**config.mk**
```make
export PLATFORM = sky130hd
export DESIGN_NAME = uaist_top
export DESIGN_NICKNAME = d
export VERILOG_FILES = /design/src/design/uaist_rx_queue.v /design/src/design/uaist_top.v
export VERILOG_INCLUDE_DIRS = /design/src /design/src/inc
export SDC_FILE = /design/constraint.sdc
export NUM_CORES = 1
export LEC_CHECK = 0
export BUFFER_PORTS_ARGS = -buffer_cell sky130_fd_sc_hd__buf_2
export CORE_MARGIN = 4
export CORE_UTILIZATION = 40
export DETAILED_ROUTE_END_ITERATION = 10
export GPL_TIMING_DRIVEN = 0
export PLACE_DENSITY = 0.7
export RECOVER_POWER = 25
export SLEW_MARGIN = 20
export SYNTH_ARGS = -nofsm -noshare
export SYNTH_HDL_FRONTEND = slang
export SYNTH_SLANG_ARGS = --single-unit
export TNS_END_PERCENT = 1
```
**constraint.sdc**
```tcl
create_clock -name pclk -period 5.1 [get_ports pclk]
set_input_delay 1.02 -clock pclk [delete_from_list [all_inputs] [get_ports pclk]]
set_output_delay 1.02 -clock pclk [all_outputs]
set_load 0.1 [all_outputs]
```
**src/inc/uaist_regs.vh**
```
// Register map, field positions and reset values of the status and interrupt block.
// Assumes an APB slave with 32-bit data; each register one aligned word.
// Overview of operation
// - Receive mask enables each receive status flag
// - Byte-available set while receive queue non-empty
// - Parity mismatch sets parity error flag
// - Low stop bit sets framing error flag
// - Detected line break sets break flag
// - Byte arriving into full queue sets overrun unless a data read pops in the same cycle
// - Address byte matching either address sets hit
// - Half duplex compares first address only
// - Ninth bit flag reports parity position value
// - Status read clears all but byte-available
// - Byte-available drops when data read empties queue
// - Data read returns byte, advances queue
// - Address mode selects one of five modes
// - Transmit mask enables four transmit sources
// - Separate transmit enable gates transmit interrupt
// - Receive interrupt has own enable, optional
// - Receive clear empties the receive queue
// - Address mode held in three-bit field
// - Direction bit low receive, high transmit
// - Transmit status read clears its flags
`ifndef UAIST_REGS_VH
`define UAIST_REGS_VH

// ***************************************************
// Offsets
// ***************************************************
`define UAIST_RX_STATUS_OFS 12'h000
`define UAIST_RX_DATA_OFS 12'h004
`define UAIST_RX_MASK_OFS 12'h008
`define UAIST_TX_STATUS_OFS 12'h00C
`define UAIST_TX_MASK_OFS 12'h010
`define UAIST_CTRL_OFS 12'h014
`define UAIST_ADDR1_OFS 12'h018
`define UAIST_ADDR2_OFS 12'h01C
`define UAIST_CMD_OFS 12'h020

// ***************************************************
// Receive status bits
// ***************************************************
`define UAIST_RXS_AVAIL 0
`define UAIST_RXS_PAR 1
`define UAIST_RXS_FRAME 2
`define UAIST_RXS_BREAK 3
`define UAIST_RXS_OVR 4
`define UAIST_RXS_HIT 5
`define UAIST_RXS_NINTH 6
`define UAIST_RXS_RING 7

// ***************************************************
// Transmit status bits
// ***************************************************
`define UAIST_TXS_DONE 0
`define UAIST_TXS_EMPTY 1
`define UAIST_TXS_FULL 2
`define UAIST_TXS_ROOM 3

// ***************************************************
// Control fields
// ***************************************************
`define UAIST_CTL_DIR 0
`define UAIST_CTL_RXIE 1
`define UAIST_CTL_TXIE 2
`define UAIST_CTL_AM_LO 4
`define UAIST_CTL_AM_HI 6
`define UAIST_CMD_RXCLR 0

// ***************************************************
// Address modes
// ***************************************************
`define UAIST_AM_SOFT_EACH 3'h0
`define UAIST_AM_SOFT_TO_QUEUE 3'h1
`define UAIST_AM_HARD_EACH 3'h2
`define UAIST_AM_HARD_TO_QUEUE 3'h3
`define UAIST_AM_OFF 3'h4

// ***************************************************
// Reset values
// ***************************************************
`define UAIST_CTRL_RST 8'h40
`define UAIST_MASK_RST 8'h00
`define UAIST_ADDR_RST 8'h00

`endif

```
**src/design/uaist_rx_queue.v**
```verilog
// Receive byte queue held in flip-flops.
// Assumes the parent judges overrun; a push into a full queue is dropped unless a pop frees a slot.
`timescale 1ns/1ns
module uaist_rx_queue #(
  parameter DEPTH = 4,
  parameter AW = 2
)
(
  // Clock and reset
  input wire pclk,
  input wire presetn,
  // Write side
  input wire push,
  input wire [7:0] push_data,
  // Read side
  input wire pop,
  input wire flush,
  output wire [7:0] head_data,
  output wire empty,
  output wire full
);

  reg [7:0] mem_r [0:DEPTH-1];
  reg [AW-1:0] wptr_r;
  reg [AW-1:0] rptr_r;
  reg [AW:0] count_r;
  integer i;

  function [AW-1:0] ptr_inc;
    input [AW-1:0] p;
    begin
      if (p == DEPTH - 1)
        ptr_inc = {AW{1'b0}};
      else
        ptr_inc = p + 1'b1;
    end
  endfunction

  assign empty = (count_r == {(AW+1){1'b0}});
  assign full = (count_r == DEPTH[AW:0]);
  assign head_data = mem_r[rptr_r];

  // A pop in the same cycle frees the slot, so the byte is kept
  wire do_push = push && (!full || (pop && !empty));
  wire do_pop = pop && !empty;

  always @(posedge pclk or negedge presetn)
  begin
    if (!presetn)
    begin
      wptr_r <= {AW{1'b0}};
      rptr_r <= {AW{1'b0}};
      count_r <= {(AW+1){1'b0}};
      for (i = 0; i < DEPTH; i = i + 1)
        mem_r[i] <= 8'h00;
    end
    else if (flush)
    begin
      // Discard everything held
      wptr_r <= {AW{1'b0}};
      rptr_r <= {AW{1'b0}};
      count_r <= {(AW+1){1'b0}};
    end
    else
    begin
      if (do_push)
      begin
        mem_r[wptr_r] <= push_data;
        wptr_r <= ptr_inc(wptr_r);
      end
      if (do_pop)
        rptr_r <= ptr_inc(rptr_r);
      if (do_push && !do_pop)
        count_r <= count_r + 1'b1;
      else if (do_pop && !do_push)
        count_r <= count_r - 1'b1;
    end
  end

endmodule // uaist_rx_queue

```
**src/design/uaist_top.v**
```verilog
// Receive/transmit status, interrupt sources and address detect behind APB.
// Assumes the receiver core delivers one strobe per received character with its
// error and ninth-bit qualifiers; transmit status levels/pulses come from the
// transmit core.
`timescale 1ns/1ns
`include "uaist_regs.vh"
module uaist_top #(
  parameter ADDR_DETECT = 1,
  parameter HALF_DUPLEX = 0,
  parameter RX_INT_PRESENT = 1,
  parameter DEPTH = 4,
  parameter AW = 2
)
(
  // APB
  input wire pclk,
  input wire presetn,
  input wire psel,
  input wire penable,
  input wire pwrite,
  input wire [11:0] paddr,
  input wire [31:0] pwdata,
  output wire pready,
  output wire pslverr,
  output reg [31:0] prdata,
  // Receiver core
  input wire rx_char_valid,
  input wire [7:0] rx_char_data,
  input wire rx_char_parity_bad,
  input wire rx_char_stop_low,
  input wire rx_char_ninth,
  input wire rx_break_detect,
  input wire rx_ring_overflow,
  // Transmitter core
  input wire tx_byte_done,
  input wire tx_queue_empty,
  input wire tx_queue_full,
  // Controls and interrupts
  output wire half_duplex_direction,
  output wire [2:0] rx_addr_mode_field,
  output wire rx_irq,
  output wire tx_irq
);

  // ***************************************************
  // Bus decode
  // ***************************************************
  wire acc = psel && penable;
  wire wr = acc && pwrite;
  wire rd = acc && !pwrite;
  assign pready = 1'b1;

  function hit;
    input [11:0] a;
    input [11:0] ofs;
    begin
      hit = (a == ofs);
    end
  endfunction

  wire mapped = hit(paddr, `UAIST_RX_STATUS_OFS) || hit(paddr, `UAIST_RX_DATA_OFS) ||
    hit(paddr, `UAIST_RX_MASK_OFS) || hit(paddr, `UAIST_TX_STATUS_OFS) ||
    hit(paddr, `UAIST_TX_MASK_OFS) || hit(paddr, `UAIST_CTRL_OFS) ||
    hit(paddr, `UAIST_ADDR1_OFS) || hit(paddr, `UAIST_ADDR2_OFS) || hit(paddr, `UAIST_CMD_OFS);
  assign pslverr = acc && !mapped;

  wire rd_rxs = rd && hit(paddr, `UAIST_RX_STATUS_OFS);
  wire rd_rxd = rd && hit(paddr, `UAIST_RX_DATA_OFS);
  wire rd_txs = rd && hit(paddr, `UAIST_TX_STATUS_OFS);
  wire rx_clear = wr && hit(paddr, `UAIST_CMD_OFS) && pwdata[`UAIST_CMD_RXCLR];

  // ***************************************************
  // Control registers
  // ***************************************************
  reg [7:0] ctrl_r;
  reg [7:0] rx_mask_r;
  reg [3:0] tx_mask_r;
  reg [7:0] addr1_r;
  reg [7:0] addr2_r;

  always @(posedge pclk or negedge presetn)
  begin
    if (!presetn)
    begin
      ctrl_r <= `UAIST_CTRL_RST;
      rx_mask_r <= `UAIST_MASK_RST;
      tx_mask_r <= 4'h0;
      addr1_r <= `UAIST_ADDR_RST;
      addr2_r <= `UAIST_ADDR_RST;
    end
    else if (wr)
    begin
      if (hit(paddr, `UAIST_CTRL_OFS))
        ctrl_r <= pwdata[7:0];
      if (hit(paddr, `UAIST_RX_MASK_OFS))
        rx_mask_r <= pwdata[7:0];
      if (hit(paddr, `UAIST_TX_MASK_OFS))
        tx_mask_r <= pwdata[3:0];
      if (hit(paddr, `UAIST_ADDR1_OFS))
        addr1_r <= pwdata[7:0];
      if (hit(paddr, `UAIST_ADDR2_OFS))
        addr2_r <= pwdata[7:0];
    end
  end

  assign half_duplex_direction = ctrl_r[`UAIST_CTL_DIR];
  assign rx_addr_mode_field = ctrl_r[`UAIST_CTL_AM_HI:`UAIST_CTL_AM_LO];
  // Unused codes above the five modes act as no detection
  wire am_active = (rx_addr_mode_field < `UAIST_AM_OFF);

  // ***************************************************
  // Receive queue
  // ***************************************************
  wire [7:0] q_head;
  wire q_empty;
  wire q_full;

  uaist_rx_queue #(
    .DEPTH(DEPTH),
    .AW(AW)
  ) u_queue (
    .pclk(pclk),
    .presetn(presetn),
    .push(rx_char_valid),
    .push_data(rx_char_data),
    .pop(rd_rxd),
    .flush(rx_clear),
    .head_data(q_head),
    .empty(q_empty),
    .full(q_full)
  );

  // ***************************************************
  // Address compare
  // ***************************************************
  // Second address dropped in half duplex to save a comparator
  wire cmp1 = (rx_char_data == addr1_r);
  wire cmp2 = (HALF_DUPLEX == 0) && (rx_char_data == addr2_r);
  wire addr_hit = (ADDR_DETECT != 0) && am_active && rx_char_ninth && (cmp1 || cmp2);

  // ***************************************************
  // Receive status flags
  // ***************************************************
  // Bit 0 is live queue state, bit 6 is rewritten by each new character, bits 7:1 all clear on status read, the rest sticky until then
  reg [7:1] rx_sticky_r;
  reg [7:1] rx_set;
  reg [7:1] rx_sticky_nxt;

  always @*
  begin
    rx_set = 7'h00;
    rx_set[`UAIST_RXS_PAR] = rx_char_valid && rx_char_parity_bad;
    rx_set[`UAIST_RXS_FRAME] = rx_char_valid && rx_char_stop_low;
    rx_set[`UAIST_RXS_BREAK] = rx_break_detect;
    rx_set[`UAIST_RXS_OVR] = rx_char_valid && q_full && !rd_rxd;
    rx_set[`UAIST_RXS_HIT] = rx_char_valid && addr_hit;
    rx_set[`UAIST_RXS_NINTH] = (ADDR_DETECT != 0) && rx_char_valid && rx_char_ninth;
    rx_set[`UAIST_RXS_RING] = rx_ring_overflow;
    rx_sticky_nxt = rx_sticky_r | rx_set;
    if (rx_char_valid && (ADDR_DETECT != 0))
      rx_sticky_nxt[`UAIST_RXS_NINTH] = rx_char_ninth;
  end

  always @(posedge pclk or negedge presetn)
  begin
    if (!presetn)
      rx_sticky_r <= 7'h00;
    else if (rd_rxs)
      rx_sticky_r <= rx_set;
    else
      rx_sticky_r <= rx_sticky_nxt;
  end

  // Ninth bit is rewritten with each new character so it tracks the latest one
  wire [7:0] rx_status = {rx_sticky_r, !q_empty};

  // ***************************************************
  // Transmit status flags
  // ***************************************************
  reg [3:0] tx_sticky_r;
  wire [3:0] tx_set = {!tx_queue_full, tx_queue_full, tx_queue_empty, tx_byte_done};

  always @(posedge pclk or negedge presetn)
  begin
    if (!presetn)
      tx_sticky_r <= 4'h0;
    else if (rd_txs)
      tx_sticky_r <= tx_set;
    else
      tx_sticky_r <= tx_sticky_r | tx_set;
  end

  // ***************************************************
  // Interrupts
  // ***************************************************
  wire rx_ie = (RX_INT_PRESENT != 0) && ctrl_r[`UAIST_CTL_RXIE];
  assign rx_irq = rx_ie && |(rx_status & rx_mask_r);
  assign tx_irq = ctrl_r[`UAIST_CTL_TXIE] && |(tx_sticky_r & tx_mask_r);

  // ***************************************************
  // Read data
  // ***************************************************
  always @(posedge pclk or negedge presetn)
  begin
    if (!presetn)
      prdata <= 32'h00000000;
    else if (psel && !penable && !pwrite)
    begin
      case (paddr)
        // Folds in this edge's events, which the access edge would clear unseen
        `UAIST_RX_STATUS_OFS: prdata <= {24'h000000, rx_sticky_nxt, !q_empty || rx_char_valid};
        `UAIST_RX_DATA_OFS: prdata <= {24'h000000, (q_empty && rx_char_valid) ? rx_char_data : q_head};
        `UAIST_RX_MASK_OFS: prdata <= {24'h000000, rx_mask_r};
        `UAIST_TX_STATUS_OFS: prdata <= {28'h0000000, tx_sticky_r | tx_set};
        `UAIST_TX_MASK_OFS: prdata <= {28'h0000000, tx_mask_r};
        `UAIST_CTRL_OFS: prdata <= {24'h000000, ctrl_r};
        `UAIST_ADDR1_OFS: prdata <= {24'h000000, addr1_r};
        `UAIST_ADDR2_OFS: prdata <= {24'h000000, addr2_r};
        default: prdata <= 32'h00000000;
      endcase
    end
  end

endmodule // uaist_top

```
==> impl_metrics.json <==
{
  "coreArea_um2": 12700,
  "port_buffers": 48,
  "hold_depth": 2,
  "postCtsSetupBuffers": 0,
  "synth_seq_cells": 94,
  "maxCapViolCount": 1,
  "max_stage_delay_ns": 0.52,
  "status": "finished, violations left",
  "crit_slowest_cell": "buf_1",
  "rr_startpoint": "u_queue.count_r[2]",
  "h-tree-depth": 3,
  "critical-path-top-delay-family": "buffers and inverters",
  "report.final.slew_viol_count": 73,
  "p_per_area_nw_per_um2": 379,
  "n_antenna_cell": 0,
  "hpwlAfterDp_um": 9920,
  "cp_cell_sequence": "buf_2, buf_1, clkbuf_1, nor2_1, mux2_2, a31oi_1, buf_2",
  "crit_arrival_ns": 3.17,
  "worst_pin_slew_ns": 1.79,
  "drcViolationCount": 0,
  "grt_overflow": 0,
  "grt_pass1_vias": 3830,
  "detail_route.wl_per_cell_um": 18.3,
  "antenna_found_initial": 0,
  "yosys_warnings": 0,
  "layout-area-overhead-vs-synth_pct": 16.7,
  "r2r_slack_ns": 2.73,
  "vias_per_cell": 5.48,
  "cts_tree": "built",
  "cp.buffers_inverters": 4,
  "nets": 613,
  "ctsHoldBuffers": 0,
  "p_leak_nw": 2.85,
  "clk_path_buf_depth": 2,
  "final.setup.tns_ns": 0,
  "routabilityCongestion": 0.899,
  "post-place-cells": 702,
  "first_iter_violations": 276,
  "fin_cells": 718,
  "drt-pass1-iter-count": 5,
  "cts_resized": 0,
  "ant_nets": 0,
  "routed_wl_um": 13200,
  "root_buffer": "clkbuf_16",
  "rr_worst_depth": 6,
  "hold_end": "prdata[4]",
  "grt_util_all_layers_pct": 18.0,
  "cp-start-kind": "input port",
  "hold_viol": 0,
  "design_area_um2": 6130,
  "startpoint": "paddr[2]",
  "clock_latency_ns": 0.34,
  "synth-main-ff-cell": "dfrtp_1",
  "cts_inserted_buffers": 9,
  "fin_crit_sh_pct": 82.1,
  "min_period_ns": 4.19,
  "synthArstFlopShare_pct": 100,
  "clk_pin_slew_ns": 0.06,
  "utilization_pct": 48.2,
  "rsz0062_at_grt": "no",
  "crit_fanout": 10,
  "worstSetupEndpointType": "primary output",
  "synth_edf_count": 0,
  "place_area_um2": 5840,
  "chipWidth_um": 123,
  "start_util_pct": 41.3,
  "pin_count": 106,
  "grt_first_pass_wirelength_um": 20700,
  "syn_area_per_cell_um2": 11.5,
  "fp-row-count": 41,
  "syn_inst": 458,
  "fmaxAchievable_ghz": 0.239,
  "synth_cell_types": 67,
  "dieHeight_um": 123,
  "ys_seq_area_share_pct": 44.8,
  "relSlewSlack_pct": -19.2,
  "skew_ns": 0.00909,
  "fin_hold_ws_ns": 0.492,
  "netlist_area_um2": 5250,
  "clock_sinks": 94,
  "hold_class": "reg -> reg",
  "worstSetupPathType": "in -> out",
  "violations": "max-capacitance violations, max-slew violations",
  "vias": 3932,
  "drive_above_1_share_pct": 35.9,
  "r2r_end": "prdata[4]",
  "setup_violations": 0,
  "grt_max_degree": 73,
  "hold_start": "prdata[4]",
  "ir_drop_v": 0.000193,
  "cpMostUsedCell": "buf_2",
  "dieArea_um2": 15000,
  "cp.required_ns": 4.08
}
report_power, final:
part           internal [mW]  switching (mW)
logic                  0.301           0.336
clock network          0.422           0.282
registers              0.898          0.0827
cell families (layout without fill, tap and decap cells):
| group | count (synthesis) | after routing | synth area share [%] |
|---|---|---|---|
| AOI/OAI and AO/OA | 70 | 70 | 9.41 |
| xor gates and xnor gates | 18 | 18 | 3.00 |
| adders and majority gates | 6 | 6 | 1.57 |
| buffers and inverters | 61 | 126 | 6.67 |
| DFF | 94 | 94 | 44.8 |
| muxes | 96 | 96 | 22.7 |
| other | 2 | 25 | 0.143 |
| and+or+nand+nor | 111 | 111 | 11.7 |
routing by layer:
metal / global-route usage (%) / up-vias / share of wire (%)
met4: 3.78 / 0 / 1.2
met1: 25.5 / 1960 / 42
met2: 28.6 / 159 / 48
met3: 3.92 / 12 / 8.5
li1: - / 1801 / -
met5: 0 / - / 0
worst max path at each step:
stage | cells after the start | to | slack [ns]
after floorplan | 5 | pslverr | 0.53
after CTS | 7 | pslverr | 0.98
after global routing | 7 | pslverr | 0.77
after detailed placement | 7 | pslverr | 1.00
final | 7 | pslverr | 0.91
after global placement | 7 | pslverr | 1.01
metrics by stage:
stage	power (mW)	worst slack, ns
floorplan	1.48	0.532
finish	2.32	0.911
detailed placement	1.63	1.00
CTS	2.34	0.976
global route	2.45	0.771
global placement	1.59	1.01
synth_stat cells (all sizes together) (5+ instances only):
| cell | instances | area [um^2] |
|---|---|---|
| dfrtp | 93 | 2330 |
| mux2 | 73 | 822 |
| buf | 36 | 257 |
| nand2 | 25 | 93.8 |
| nor2 | 24 | 90.1 |
| clkbuf | 18 | 67.6 |
| xor2 | 16 | 140 |
| a21oi | 12 | 60.1 |
| mux2i | 12 | 120 |
| mux4 | 11 | 252 |
| nand3 | 11 | 75.1 |
| a21o | 8 | 60.1 |
| nor4 | 8 | 56.3 |
| o21ai | 8 | 40.0 |
| a22oi | 7 | 52.6 |
| inv | 7 | 26.3 |
| nor3 | 7 | 40.0 |
| ha | 5 | 62.6 |
| nand4 | 5 | 31.3 |
| o22ai | 5 | 31.3 |
| or3 | 5 | 31.3 |
final cells by class:
class                   instances  area (um^2)
fillers                      1193         6590
multi-input cells             326         2650
flip-flops and latches         94         2350
plain buffers                  54          324
clock buffers                  12          267
repair buffers                 49          244
well taps                     172          215
clock inverters                 4         52.6
inverters                       7         26.3
placed cells by master, fill, tap and decap left out, types with 7 or more instances in the layout:
cell | Yosys | final
a21o_1 | 8 | 8
a21oi_1 | 12 | 12
a22oi_1 | 7 | 7
buf_2 | 4 | 51
buf_4 | 29 | 29
clkbuf_1 | 18 | 19
clkbuf_16 | 0 | 9
conb_1 | 2 | 25
dfrtp_1 | 93 | 93
mux2_2 | 73 | 73
mux2i_1 | 12 | 12
mux4_2 | 10 | 10
nand2_1 | 25 | 25
nand3_1 | 7 | 7
nor2_1 | 24 | 24
xor2_1 | 16 | 16
state kept, by name, summed over array words and instances, names as in the netlist:
name,count
tx_sticky_r,4
u_queue.mem_r,32
prdata,8
ctrl_r,8
rx_mask_r,8
tx_mask_r,4
u_queue.wptr_r,2
u_queue.count_r,3
u_queue.rptr_r,2
rx_sticky_r,7
addr1_r,8
addr2_r,8
tightest hold or removal path, cell delays in order, from the launching register on:
cell,delay [ns]
dfrtp_1,0.36
nand2_1,0.05
nand2_1,0.05
(Power assumes the default switching activity.)
